--- src/design/lagc_pkg.sv ---
// Constants for the left-channel record-path AGC: register map, fields, resets, limits.
// Assumes a 32-bit APB register bus with one register per aligned word.
package lagc_pkg;
  // Register indices; byte address is four times the index
  localparam logic [7:0] IDX_ENABLE_TARGET_HYST = 8'h56;
  localparam logic [7:0] IDX_HYST_NOISE_THRESHOLD = 8'h57;
  localparam logic [7:0] IDX_MAX_GAIN = 8'h58;
  localparam logic [7:0] IDX_ATTACK_TIME = 8'h59;
  localparam logic [7:0] IDX_STATUS = 8'h7E;

  // Field positions
  localparam int EN_BIT = 7;
  localparam int TARGET_LSB = 4;
  localparam int GHYST_LSB = 0;
  localparam int LHYST_LSB = 6;
  localparam int NOISE_LSB = 1;
  localparam int MAXG_LSB = 0;
  localparam int ATK_N_LSB = 3;
  localparam int ATK_K_LSB = 0;
  localparam int STAT_GAIN_LSB = 0;
  localparam int STAT_GATE_BIT = 8;
  localparam int STAT_RUN_BIT = 9;

  // Reset values
  localparam logic RST_EN = 1'b0;
  localparam logic [2:0] RST_TARGET = 3'h0;
  localparam logic [1:0] RST_GHYST = 2'h0;
  localparam logic [1:0] RST_LHYST = 2'h0;
  localparam logic [4:0] RST_NOISE = 5'h00;
  localparam logic [6:0] RST_MAXG = 7'h7F;
  localparam logic [4:0] RST_ATK_N = 5'h00;
  localparam logic [2:0] RST_ATK_K = 3'h0;

  // Gain limit and attack base unit, in half-dB steps and word clocks
  localparam logic [6:0] MAXG_LIMIT = 7'h74;
  localparam int ATK_BASE_SHIFT = 5;
  localparam int ATK_CNT_W = 18;

  // Level codes are signed half-dB values
  localparam int LVL_W = 9;
  localparam logic signed [8:0] NOISE_TOP = -9'sd60;
  localparam logic [1:0] LHYST_OFF = 2'h3;
endpackage : lagc_pkg

--- src/design/lagc_attack_timer.sv ---
// Attack period timer counting ADC word-clock strobes.
// Assumes word_stb is a one-cycle pulse synchronous to pclk.
`timescale 1ns/1ps
module lagc_attack_timer
  import lagc_pkg::*;
(
  input wire logic pclk,
  input wire logic presetn,
  input wire logic ce,
  input wire logic run,
  input wire logic word_stb,
  input wire logic [4:0] atk_n,
  input wire logic [2:0] atk_k,
  output logic tick_q
);
  logic [ATK_CNT_W-1:0] cnt_q;
  logic [ATK_CNT_W-1:0] cnt_d;
  logic [ATK_CNT_W-1:0] base_len;
  logic [ATK_CNT_W-1:0] period_len;
  logic last_w;

  // Base (2N+1)*32 scaled by 2^K, all in word clocks
  assign base_len = ATK_CNT_W'({atk_n, 1'b1}) << ATK_BASE_SHIFT;
  assign period_len = base_len << atk_k;
  assign last_w = (cnt_q >= period_len - ATK_CNT_W'(1));
  assign cnt_d = !run ? '0 : (word_stb ? (last_w ? '0 : cnt_q + ATK_CNT_W'(1)) : cnt_q);

  always_ff @(posedge pclk or negedge presetn)
  begin
    if (!presetn)
    begin
      cnt_q <= '0;
      tick_q <= 1'b0;
    end
    else if (ce)
    begin
      cnt_q <= cnt_d;
      tick_q <= run && word_stb && last_w;
    end
  end
endmodule : lagc_attack_timer

--- src/design/lagc_left_agc.sv ---
// Left-channel record AGC: APB register file and gain stepping logic.
// Assumes synchronous inputs, a word-clock strobe and a measured level in signed half-dB.
`timescale 1ns/1ps
module lagc_left_agc
  import lagc_pkg::*;
#(
  parameter int ADDR_W = 12
)
(
  input wire logic pclk,
  input wire logic presetn,
  input wire logic ce,
  input wire logic psel,
  input wire logic penable,
  input wire logic pwrite,
  input wire logic [ADDR_W-1:0] paddr,
  input wire logic [31:0] pwdata,
  input wire logic [3:0] pstrb,
  output logic [31:0] prdata,
  output logic pready,
  output logic pslverr,
  input wire logic word_stb,
  input wire logic signed [LVL_W-1:0] level_in,
  output logic [6:0] agc_gain,
  output logic gate_active
);
  // Control fields
  logic en_q;
  logic [2:0] target_q;
  logic [1:0] ghyst_q;
  logic [1:0] lhyst_q;
  logic [4:0] noise_q;
  logic [6:0] maxg_q;
  logic [4:0] atk_n_q;
  logic [2:0] atk_k_q;

  // Bus response
  logic pready_q;
  logic pslverr_q;
  logic [31:0] prdata_q;

  // Gain path state
  logic signed [LVL_W-1:0] level_q;
  logic [6:0] want_q;
  logic [6:0] want_d;
  logic [6:0] gain_q;
  logic [6:0] gain_d;
  logic gate_q;
  logic tick;

  // Bus decode
  wire access_w = psel && penable;
  wire word_ok_w = (paddr[1:0] == 2'b00);
  wire [ADDR_W-3:0] idx_w = paddr[ADDR_W-1:2];
  wire hit_86_w = word_ok_w && (idx_w == (ADDR_W-2)'(IDX_ENABLE_TARGET_HYST));
  wire hit_87_w = word_ok_w && (idx_w == (ADDR_W-2)'(IDX_HYST_NOISE_THRESHOLD));
  wire hit_88_w = word_ok_w && (idx_w == (ADDR_W-2)'(IDX_MAX_GAIN));
  wire hit_89_w = word_ok_w && (idx_w == (ADDR_W-2)'(IDX_ATTACK_TIME));
  wire hit_st_w = word_ok_w && (idx_w == (ADDR_W-2)'(IDX_STATUS));
  wire mapped_w = hit_86_w || hit_87_w || hit_88_w || hit_89_w || hit_st_w;
  wire wr_ok_w = hit_86_w || hit_87_w || hit_88_w || hit_89_w;
  wire bad_w = !mapped_w || (pwrite && !wr_ok_w);
  // Write lands on the edge that samples pready high
  wire commit_w = access_w && pready_q;
  wire wr_w = commit_w && pwrite && !bad_w && pstrb[0];
  wire [7:0] wb_w = pwdata[7:0];
  wire tick_run_w = en_q;

  // Register images; reserved bits read zero
  wire [7:0] rd_86_w = {en_q, target_q, 2'b00, ghyst_q};
  wire [7:0] rd_87_w = {lhyst_q, noise_q, 1'b0};
  wire [7:0] rd_88_w = {1'b0, maxg_q};
  wire [7:0] rd_89_w = {atk_n_q, atk_k_q};
  wire [31:0] rd_st_w = {22'h0, tick_run_w, gate_q, 1'b0, gain_q};
  wire [31:0] rd_mux_w = hit_86_w ? {24'h000000, rd_86_w} :
                         hit_87_w ? {24'h000000, rd_87_w} :
                         hit_88_w ? {24'h000000, rd_88_w} :
                         hit_89_w ? {24'h000000, rd_89_w} :
                         hit_st_w ? rd_st_w : 32'h00000000;

  // Target level in half-dB
  logic signed [LVL_W-1:0] target_lvl_w;
  always_comb
  begin
    case (target_q)
      3'h0: target_lvl_w = -9'sd11;
      3'h1: target_lvl_w = -9'sd16;
      3'h2: target_lvl_w = -9'sd20;
      3'h3: target_lvl_w = -9'sd24;
      3'h4: target_lvl_w = -9'sd28;
      3'h5: target_lvl_w = -9'sd34;
      3'h6: target_lvl_w = -9'sd40;
      default: target_lvl_w = -9'sd48;
    endcase
  end

  // Level hysteresis band in half-dB
  logic signed [LVL_W-1:0] lhyst_w;
  always_comb
  begin
    case (lhyst_q)
      2'h0: lhyst_w = 9'sd2;
      2'h1: lhyst_w = 9'sd4;
      2'h2: lhyst_w = 9'sd8;
      default: lhyst_w = 9'sd0;
    endcase
  end

  // Noise threshold: -30 dB at code 1, 2 dB lower per step
  wire gate_on_w = (noise_q != 5'h00);
  wire signed [LVL_W-1:0] noise_lvl_w =
    NOISE_TOP - $signed({2'b00, noise_q - 5'h01, 2'b00});
  wire below_noise_w = gate_on_w && (level_q < noise_lvl_w);

  // Gain ceiling saturates at 58 dB
  wire [6:0] maxg_eff_w = (maxg_q > MAXG_LIMIT) ? MAXG_LIMIT : maxg_q;

  wire signed [LVL_W:0] hi_w = (LVL_W+1)'(target_lvl_w) + (LVL_W+1)'(lhyst_w);
  wire signed [LVL_W:0] lo_w = (LVL_W+1)'(target_lvl_w) - (LVL_W+1)'(lhyst_w);
  wire signed [LVL_W:0] lvl_x_w = (LVL_W+1)'(level_q);
  wire too_loud_w = lvl_x_w > hi_w;
  wire too_soft_w = lvl_x_w < lo_w;

  // Next wanted gain, one half-dB step per attack period
  always_comb
  begin
    want_d = want_q;
    if (!en_q)
    begin
      want_d = 7'h00;
    end
    else if (want_q > maxg_eff_w)
    begin
      want_d = maxg_eff_w;
    end
    else if (tick)
    begin
      if (too_loud_w && (want_q != 7'h00))
      begin
        want_d = want_q - 7'h01;
      end
      else if (too_soft_w && !below_noise_w && (want_q < maxg_eff_w))
      begin
        want_d = want_q + 7'h01;
      end
    end
  end

  // Gain hysteresis: applied gain moves only when outside the band, or to zero when disabled
  wire [6:0] diff_w = (want_q > gain_q) ? (want_q - gain_q) : (gain_q - want_q);
  always_comb
  begin
    gain_d = gain_q;
    if (!en_q)
    begin
      gain_d = 7'h00;
    end
    else if (diff_w > {5'h00, ghyst_q})
    begin
      gain_d = want_q;
    end
  end

  lagc_attack_timer u_attack_timer (
    .pclk(pclk),
    .presetn(presetn),
    .ce(ce),
    .run(tick_run_w),
    .word_stb(word_stb),
    .atk_n(atk_n_q),
    .atk_k(atk_k_q),
    .tick_q(tick)
  );

  // Bus response
  always_ff @(posedge pclk or negedge presetn)
  begin
    if (!presetn)
    begin
      pready_q <= 1'b0;
      pslverr_q <= 1'b0;
      prdata_q <= 32'h00000000;
    end
    else if (ce)
    begin
      pready_q <= access_w && !pready_q;
      pslverr_q <= access_w && !pready_q && bad_w;
      prdata_q <= (access_w && !pready_q && !pwrite) ? rd_mux_w : 32'h00000000;
    end
  end

  // Control registers
  always_ff @(posedge pclk or negedge presetn)
  begin
    if (!presetn)
    begin
      en_q <= RST_EN;
      target_q <= RST_TARGET;
      ghyst_q <= RST_GHYST;
      lhyst_q <= RST_LHYST;
      noise_q <= RST_NOISE;
      maxg_q <= RST_MAXG;
      atk_n_q <= RST_ATK_N;
      atk_k_q <= RST_ATK_K;
    end
    else if (ce && wr_w)
    begin
      if (hit_86_w)
      begin
        en_q <= wb_w[EN_BIT];
        target_q <= wb_w[TARGET_LSB +: 3];
        ghyst_q <= wb_w[GHYST_LSB +: 2];
      end
      if (hit_87_w)
      begin
        lhyst_q <= wb_w[LHYST_LSB +: 2];
        noise_q <= wb_w[NOISE_LSB +: 5];
      end
      if (hit_88_w)
      begin
        maxg_q <= wb_w[MAXG_LSB +: 7];
      end
      if (hit_89_w)
      begin
        atk_n_q <= wb_w[ATK_N_LSB +: 5];
        atk_k_q <= wb_w[ATK_K_LSB +: 3];
      end
    end
  end

  // Gain path
  always_ff @(posedge pclk or negedge presetn)
  begin
    if (!presetn)
    begin
      level_q <= '0;
      want_q <= 7'h00;
      gain_q <= 7'h00;
      gate_q <= 1'b0;
    end
    else if (ce)
    begin
      if (word_stb)
      begin
        level_q <= level_in;
      end
      want_q <= want_d;
      gain_q <= gain_d;
      gate_q <= en_q && below_noise_w;
    end
  end

  assign prdata = prdata_q;
  assign pready = pready_q;
  assign pslverr = pslverr_q;
  assign agc_gain = gain_q;
  assign gate_active = gate_q;
endmodule : lagc_left_agc

--- config.mk ---
export PLATFORM = sky130hd
export DESIGN_NAME = lagc_left_agc
export DESIGN_NICKNAME = d
export VERILOG_FILES = /design/src/design/lagc_pkg.sv /design/src/design/lagc_attack_timer.sv /design/src/design/lagc_left_agc.sv
export SDC_FILE = /design/constraint.sdc
export NUM_CORES = 1
export LEC_CHECK = 0
export ABC_AREA = 1
export BUFFER_PORTS_ARGS = -buffer_cell sky130_fd_sc_hd__buf_4
export CAP_MARGIN = 20
export CORE_MARGIN = 2
export CORE_UTILIZATION = 45
export DETAILED_ROUTE_END_ITERATION = 7
export PLACE_DENSITY = 0.7
export SYNTH_ARGS = -nofsm -noshare
export SYNTH_HDL_FRONTEND = slang
export SYNTH_SLANG_ARGS = --single-unit
--- constraint.sdc ---
create_clock -name pclk -period 4.2 [get_ports pclk]
set_input_delay 0.21 -clock pclk [delete_from_list [all_inputs] [get_ports pclk]]
set_output_delay 0.21 -clock pclk [all_outputs]
set_load 0.005 [all_outputs]
==> impl_metrics.tcl, run 1 <==
set metrics [dict create \
    critPathMostFrequentCell "nand2_1" \
    drt_iter0_drc 465 \
    async_reset_ff_frac 1.00 \
    relSlewSlack 0.514 \
    cap_violations 0 \
    power.density_mw_per_mm2 236 \
    layout.nets 1129 \
    critPathLaunchType "flip-flop" \
    drc_errors 0 \
    cts_buffers 9 \
    holdPathStages 3 \
    syn_inst 933 \
    clk_path_buf_depth 2 \
    slew_viol_final 0 \
    cp-end-kind "flip-flop" \
    placementRows 45 \
    required_ns 4.44 \
    synth_edf_count 0 \
    fin_crit_ns 3.89 \
    cts_root_buffer "clkbuf_16" \
    hold_viol 0 \
    route.vias.total 6215 \
    grt_pass1_wl_mm 28.4 \
    setup-tns-final_ns 0 \
    ant_nets 0 \
    cts.sinks 83 \
    antenna_found_initial 0 \
    initial_core_util 0.456 \
    insertion_delay_ns 0.36 \
    avgRoutedWirePerCell_microns 14.5 \
    die_x_microns 128 \
    yosysTopAreaCell "dfrtp_1" \
    path_max_fanout 6 \
    fmax_ghz 0.257 \
    dr.pass1.iters 5 \
    fin_skew_ns 0.00791 \
    status "finished clean" \
    yosysWarnings 0 \
    tightest_slew_ns 0.723 \
    area_growth_pct 12.7 \
    synth_cell_types 53 \
    setup_viol 0 \
    cp.depth 32 \
    path_class "reg2reg" \
    cts_max_level 3 \
    syn_area_per_cell_sq_um 7.37 \
    cp_top_family "simple AND/OR/NAND/NOR gates" \
    dp_hpwl_mm 13.5 \
    worst-path-buf-inv 6 \
    gp_congestion 0.924 \
    grt_max_degree 45 \
    ys.flop_type "dfrtp_1" \
    cpPeakStageDelay_ns 0.44 \
    slowest_stage "dfrtp_2" \
    final_util 0.514 \
    yosys-top-cells-area "dfrtp_1 28%, ha_1 12%, nand2_1 11%, inv_1 7.7%, o21ai_0 4.7%" \
    fin_cells 1186 \
    track_usage 0.219 \
    dieArea_sq_mm 0.0163 \
    dpl.cell_count 1164 \
    antenna_cells 0 \
    synth_top_area_share 0.276 \
    cts_tree "done" \
    arrival_ns 4.13 \
    core_sq_mm 0.0151 \
    cts.clk_slew.worst_paths_ns 0.07 \
    hold_path_class "in2reg" \
    portBuffers 56 \
    fin_crit_sh 0.925 \
    io_pins 106 \
    dieHeight_microns 128 \
    fillers 1464 \
    ys_ff_latch 83 \
    wirelength_mm 17.3 \
    grt_pass1_vias 5784 \
    vias_per_cell 5.24 \
    ir_drop_mv 0.193 \
    reg2regPathDepth 32 \
    synth_area_sq_mm 0.00688 \
    grt-ovfl-total 0 \
    leakage_nw 4.00 \
    yosysSeqAreaShare 0.303 \
    drive_gt1_frac 0.131 \
]
## flip-flops by register name, summed over array words and instances (netlist names), 2 cells and up
register              cells
atk_k_q                   3
maxg_q                    7
atk_n_q                   5
target_q                  3
agc_gain                  7
prdata                   10
level_q                   9
ghyst_q                   2
u_attack_timer.cnt_q     18
lhyst_q                   2
noise_q                   5
want_q                    7
## layer usage
| layer | share of wire | global-route usage | vias up |
|---|---|---|---|
| met1 | 0.48 | 0.306 | 2843 |
| met3 | 0.056 | 0.0371 | 29 |
| li1 | - | - | 3153 |
| met2 | 0.43 | 0.344 | 190 |
| met5 | 0 | 0 | - |
| met4 | 0.027 | 0.0795 | 0 |
## worst register-to-register path, delay by kind of cell, from the launching register on
| kind | cells | cell delay, ns |
|---|---|---|
| AOI/OAI and AO/OA | 2 | 0.23 |
| adders and majority gates | 4 | 1.08 |
| buffers and inverters | 6 | 0.34 |
| DFF | 1 | 0.44 |
| and+or+nand+nor | 20 | 1.67 |
## report_power, final
group          internal (W)  leakage (nW)  switching [W]
sequential         0.000813          1.07      0.0000177
clock              0.000471         0.149       0.000373
combinational     0.0000625          2.78      0.0000950
total               0.00135          4.00       0.000486
## synthesized netlist by cell type (4+ instances only)
master / count
nand2_1: 204
inv_1: 142
dfrtp_1: 76
ha_1: 68
nor2_1: 66
o21ai_0: 65
nand3_1: 54
a21oi_1: 50
buf_4: 25
xor2_1: 23
nand4_1: 15
nor3_1: 15
o22ai_1: 15
dfstp_2: 7
mux2_2: 7
nor2_2: 7
o21ai_1: 7
o221ai_1: 7
xnor2_1: 7
clkbuf_1: 6
buf_2: 5
fa_1: 4
nand2_2: 4
nor4_1: 4
o211ai_1: 4
## through the flow
stage | power [W] | area (sq um) | hold WS [ns] | worst slack, ns
floorplan | 0.000939 | 6960 | -0.0856 | 0.570
finish | 0.00183 | 7750 | 0.0712 | 0.313
global placement | 0.00100 | 7380 | 0.229 | 0.257
CTS | 0.00185 | 7700 | 0.0643 | 0.166
detailed placement | 0.00100 | 7380 | 0.232 | 0.214
global route | 0.00191 | 7750 | 0.0709 | -0.0326
## kinds of logic (layout without fill, tap and decap cells)
| family | after synthesis | count (layout) | share of synthesized area |
|---|---|---|---|
| AO/OA/AOI/OAI | 166 | 166 | 0.137 |
| XOR/XNOR | 30 | 30 | 0.0382 |
| adder cells (fa/ha/maj) | 72 | 72 | 0.135 |
| buffers and inverters | 182 | 225 | 0.115 |
| flip-flops | 83 | 83 | 0.303 |
| multiplexers | 9 | 9 | 0.0144 |
| other | 1 | 23 | 0.000545 |
| AND/OR/NAND/NOR | 390 | 390 | 0.256 |
## final cells by class
cell class	instances	area [sq um]	share of cell area
Multi-Input combinational cell	690	4100	0.528
Sequential cell	83	2090	0.269
Inverter	145	544	0.0702
Timing Repair Buffer	64	483	0.0623
Tap cell	188	235	0.0303
Clock buffer	9	225	0.0291
Clock inverter	7	80.1	0.0103
## repair_timing
item / 4_1_cts / 5_1_grt
setup endpoints to repair: 0 / 4
endpoints found under the hold margin: 39 / 0
resized for setup: 0 / 8
buffers inserted: 0 / 5
hold buffers: 1 / 0
## layout by cell type, fill, tap and decap left out, drive strengths merged, types with 15 or more instances in the layout
master and n:
nor3 17, o22ai 15, inv 147, o21ai 73
nand2 210, dfrtp 76, a21oi 51, nand4 17
buf 63, conb 23, nand3 59, nor2 75
ha 68, xor2 23
## worst paths after layout
check	endpoint	slack (ns)	start
worst min register to register	prdata[9]	0.49	prdata[9]
max in group asynchronous	target_q[1]	2.81	presetn
worst min-delay path	atk_k_q[1]	0.07	pwdata[1]
worst max register to register	want_q[6]	0.31	target_q[1]
min in group asynchronous	u_attack_timer.cnt_q[9]	0.38	presetn
worst max-delay path	want_q[6]	0.31	target_q[1]
No activity file was read; power rests on OpenSTA's default activity.
==> inputs of run 2 (changes only) <==
==> constraint.sdc (replaced) <==
create_clock -name pclk -period 4.2 [get_ports pclk]
set_input_delay 0.63 -clock pclk [delete_from_list [all_inputs] [get_ports pclk]]
set_output_delay 0.63 -clock pclk [all_outputs]
set_load 0.005 [all_outputs]
==> run 2 against run 1 <==
  * Combinational power is essentially flat
  * Sequential power about the same
  * Final cell count about the same
  * Critical path type unchanged
  * Setup slack improved by 0.042 ns
==> impl_metrics.tcl, run 2 (synthesized netlist as in run 1, its figures left out) <==
set metrics [dict create \
    insertion_delay_ns 0.35 \
    cap_violations 0 \
    p_sw_frac 0.250 \
    track_usage 0.224 \
    largest_reg_flops 18 \
    critPathMostFrequentCell "nand2_1" \
    cp-end-kind "flip-flop" \
    grt-ovfl-total 0 \
    fillers 1482 \
    grt_pass1_vias 5858 \
    fin_crit_sh 0.916 \
    dieArea_sq_mm 0.0163 \
    arrival_ns 4.09 \
    power.density_mw_per_mm2 240 \
    ant_nets 0 \
    path_class "reg2reg" \
    power_frac_seq 0.445 \
    hold-worst-slack_ns 0.326 \
    dp_hpwl_mm 13.7 \
    clk_path_buf_depth 2 \
    multi_input_area_sq_mm 0.00413 \
    antenna_found_initial 1 \
    required_ns 4.45 \
    p_sw_w 0.000468 \
    grt_max_degree 60 \
    fin_crit_ns 3.85 \
    vias_per_cell 5.26 \
    dpl_cell_area_sq_mm 0.00739 \
    setup_viol 0 \
    dieHeight_microns 128 \
    fmax_ghz 0.260 \
    cts_buffers 9 \
    final_cell_mix "201 x nand2_1, 138 x inv_1, 72 x dfrtp_1" \
    path_max_fanout 5 \
    cts_max_level 3 \
    status "finished clean" \
    cts.clk_slew.worst_paths_ns 0.07 \
    final_util 0.517 \
    comb_power_share 0.085 \
    p_clk_frac 0.470 \
    cpPeakStageDelay_ns 0.45 \
    cts.sinks 83 \
    layout.nets 1127 \
    leakage_nw 4.00 \
    gp_congestion 0.896 \
    route.vias.total 6237 \
    cts_root_buffer "clkbuf_16" \
    p_int_w 0.00140 \
    initial_core_util 0.456 \
    dpl_worst_slack_ns 0.163 \
    area_growth_pct 13.3 \
    regMostFlops "u_attack_timer.cnt_q" \
    grt_pass1_wl_mm 29.1 \
    portBuffers 56 \
    critPathLaunchType "flip-flop" \
    slowest_stage "dfrtp_2" \
    io_pins 106 \
    hold_viol 0 \
    avgRoutedWirePerCell_microns 15.0 \
    slew_viol_final 0 \
    drc_errors 0 \
    fin_skew_ns 0.00901 \
    die_x_microns 128 \
    cts_tree "done" \
    drive_gt1_frac 0.144 \
    layout_commonest_cell "nand2_1" \
    core_sq_mm 0.0151 \
    placementRows 45 \
    power.total_w 0.00187 \
    tightest_slew_ns 0.770 \
    ctsHoldBuffers 0 \
    hold_path_class "in2async" \
    wirelength_mm 17.8 \
    relSlewSlack 0.487 \
    dr.pass1.iters 5 \
    area.sequential_sq_mm 0.00209 \
    ir_drop_mv 0.190 \
    setup_ws_ns 0.354 \
    drt_iter0_drc 459 \
    final_cell_area_sq_mm 0.00780 \
]
==> run 2: what timing repair did <==
action / CTS / global route
setup endpoints to repair: 0 / 13
gates resized for setup: 0 / 22
setup buffers: 0 / 3
==> run 2: area by class of cell <==
class	count	share of cell area
diodes	1	0.000321
clock buffers	9	0.0289
clock inverters	7	0.0132
inverters	145	0.0698
multi-input cells	690	0.530
flip-flops and latches	83	0.268
well taps	188	0.0302
repair buffers	62	0.0597
==> run 2: metal layers <==
| layer | part of all wire | global-route usage |
|---|---|---|
| met2 | 0.46 | 0.356 |
| met5 | 0 | 0 |
| met4 | 0.020 | 0.0718 |
| met1 | 0.47 | 0.309 |
| met3 | 0.058 | 0.0447 |
==> run 2: final timing paths <==
kind	from	depth (start not counted)	slack (ns)	to
hold / removal	presetn	1	0.33	atk_n_q[4]
max in group asynchronous	presetn	2	2.95	maxg_q[5]
setup reg to reg	target_q[2]	27	0.35	want_q[6]
min in group pclk	pwdata[1]	3	0.48	atk_k_q[1]
setup / recovery	target_q[2]	27	0.35	want_q[6]
hold reg to reg	prdata[6]	2	0.49	prdata[6]
==> run 2: worst max-delay path, delay by kind of cell (launching register included) <==
family          cells  cell delay [ns]
compound gates      1             0.16
fa+ha+maj           5             1.32
buf+inv             4             0.26
flops               1             0.45
simple gates       17             1.56
==> run 2: power by group through the flow <==
stage / combinational, W / sequential (W) / clock (W)
finish: 0.000159 / 0.000832 / 0.000878
global route: 0.000183 / 0.000833 / 0.000930
CTS: 0.000158 / 0.000832 / 0.000894
detailed placement: 0.000158 / 0.000846 / 0
global placement: 0.000154 / 0.000846 / 0
floorplan: 0.0000998 / 0.000840 / 0
==> run 2: metrics by stage <==
step                      instances  TNS (ns)
after CTS                      1181         0
after floorplan                 955         0
after global placement         1165         0
final                          1185         0
after detailed placement       1165         0
after global routing           1184   -0.0334
==> inputs of run 3 (changes only) <==
--- a/config.mk
+++ b/config.mk
@@ -8,10 +8,12 @@
 export ABC_AREA = 1
 export BUFFER_PORTS_ARGS = -buffer_cell sky130_fd_sc_hd__buf_4
 export CAP_MARGIN = 20
+export CELL_PAD_IN_SITES_DETAIL_PLACEMENT = 1
+export CELL_PAD_IN_SITES_GLOBAL_PLACEMENT = 1
 export CORE_MARGIN = 2
-export CORE_UTILIZATION = 45
+export CORE_UTILIZATION = 42
 export DETAILED_ROUTE_END_ITERATION = 7
-export PLACE_DENSITY = 0.7
+export PLACE_DENSITY = 0.85
 export SYNTH_ARGS = -nofsm -noshare
 export SYNTH_HDL_FRONTEND = slang
 export SYNTH_SLANG_ARGS = --single-unit
==> run 3 against run 2 <==
  * Power fell by 2.7%
  * Final area rose by 0.29%
  * Clock skew fell by 0.0027 ns
  * Utilization fell by 2.6 points
  * Sequential share of layout area fell by 0.093 points
  * Largest cell class unchanged
==> impl_metrics.tcl, run 3 (synthesized netlist as in run 1, its figures left out) <==
set metrics [dict create \
    cts.sinks 83 \
    power.density_mw_per_mm2 232 \
    grt-ovfl-total 0 \
    portBuffers 56 \
    ant_nets 0 \
    path_max_fanout 5 \
    grt_pass1_vias 6743 \
    antenna_cells 0 \
    dp_hpwl_mm 16.4 \
    tightest_slew_ns 0.939 \
    critPathMostFrequentCell "nand2_1" \
    dr.pass1.iters 5 \
    cts_root_buffer "clkbuf_16" \
    fillers 2081 \
    hold_viol 0 \
    gp_congestion 0.878 \
    required_ns 4.45 \
    route.vias.total 6578 \
    clk_path_buf_depth 2 \
    arrival_ns 4.15 \
    largest_reg_flops 18 \
    slew_viol_final 0 \
    drc_errors 0 \
    slowest_stage "dfrtp_2" \
    critPathLaunchType "flip-flop" \
    p_clk_frac 0.449 \
    avgRoutedWirePerCell_microns 17.1 \
    fin_skew_ns 0.00630 \
    track_usage 0.243 \
    dpl.cell_count 1197 \
    fin_cells 1218 \
    dpl_cell_area_sq_mm 0.00746 \
    hold_path_class "in2async" \
    rr_startpoint "target_q[1]" \
    comb_power_share 0.093 \
    setup_ws_ns 0.303 \
    io_pins 106 \
    layout_commonest_cell "nand2_1" \
    regMostFlops "u_attack_timer.cnt_q" \
    cts_max_level 3 \
    p_sw_w 0.000521 \
    power_frac_seq 0.458 \
    dieArea_sq_mm 0.0174 \
    insertion_delay_ns 0.36 \
    area_growth_pct 13.7 \
    ctsHoldBuffers 0 \
    p_int_w 0.00130 \
    dpl_worst_slack_ns 0.0836 \
    dieHeight_microns 132 \
    status "finished clean" \
    wirelength_mm 20.9 \
    cts_tree "done" \
    path_class "reg2reg" \
    drt_iter0_drc 344 \
    cpPeakStageDelay_ns 0.44 \
    setup_viol 0 \
    antenna_found_initial 0 \
    r2r_slack_ns 0.30 \
    core_sq_mm 0.0159 \
    cts.clk_slew.worst_paths_ns 0.07 \
    p_sw_frac 0.287 \
    die_x_microns 132 \
    cap_violations 0 \
    fin_crit_ns 3.90 \
    grt_max_degree 70 \
    leakage_nw 4.01 \
    layout.nets 1133 \
    vias_per_cell 5.40 \
    power.total_w 0.00182 \
    fmax_ghz 0.257 \
    fin_crit_sh 0.928 \
    cp-end-kind "flip-flop" \
    final_cell_mix "203 x nand2_1, 139 x inv_1, 73 x dfrtp_1" \
    placementRows 46 \
    drive_gt1_frac 0.143 \
    initial_core_util 0.432 \
    ir_drop_mv 0.192 \
    cts_buffers 9 \
    grt_pass1_wl_mm 34.2 \
    relSlewSlack 0.374 \
    final_cell_area_sq_mm 0.00782 \
    cp-startpoint "target_q[1]" \
]
-- run 3: area by class of cell --
type	instances	area, sq um	share of cell area
well taps	216	270	0.0346
multi-input cells	690	4110	0.526
inverters	145	544	0.0696
repair buffers	68	510	0.0653
flip-flops and latches	83	2090	0.267
clock inverters	7	67.6	0.00864
clock buffers	9	225	0.0288
-- run 3: final timing paths --
kind / endpoint / depth (start not counted)
max: want_q[6] / 32
max reg2reg: want_q[6] / 32
max in group asynchronous: u_attack_timer.cnt_q[9] / 2
min reg2reg: prdata[5] / 2
min: u_attack_timer.cnt_q[4] / 1
min in group pclk: atk_k_q[2] / 3
-- run 3: critical path, delay by kind of cell (launching register included) --
family	cells	cell delay, ns
buf+inv	6	0.34
compound gates	2	0.24
fa+ha+maj	4	1.05
flops	1	0.44
simple gates	20	1.72
-- run 3: per-layer routing --
metal,part of all wire,GRT usage,up-vias
met2,0.49,0.422,124
met1,0.46,0.318,3274
li1,-,-,3157
met3,0.036,0.0373,23
met4,0.014,0.0604,0
met5,0,0,-
-- run 3: power groups by stage --
stage | Combinational (W) | Sequential, W | Clock (W)
after floorplan | 0.0000998 | 0.000840 | 0
final | 0.000170 | 0.000832 | 0.000816
after global placement | 0.000158 | 0.000846 | 0
after CTS | 0.000166 | 0.000832 | 0.000833
after global routing | 0.000192 | 0.000834 | 0.000864
after detailed placement | 0.000165 | 0.000847 | 0
-- run 3: per-stage QoR --
stage               utilization  setup TNS (ns)  hold WS (ns)
floorplan                     -               0         0.334
global placement          0.468               0         0.465
detailed placement        0.468               0         0.472
CTS                       0.486               0         0.437
global route              0.491          -0.114         0.481
finish                    0.491               0         0.393
-- run 3: repair_timing --
action | CTS | global route
setup buffers | 0 | 5
gates resized for setup | 0 | 17
endpoints found under the setup margin | 0 | 6
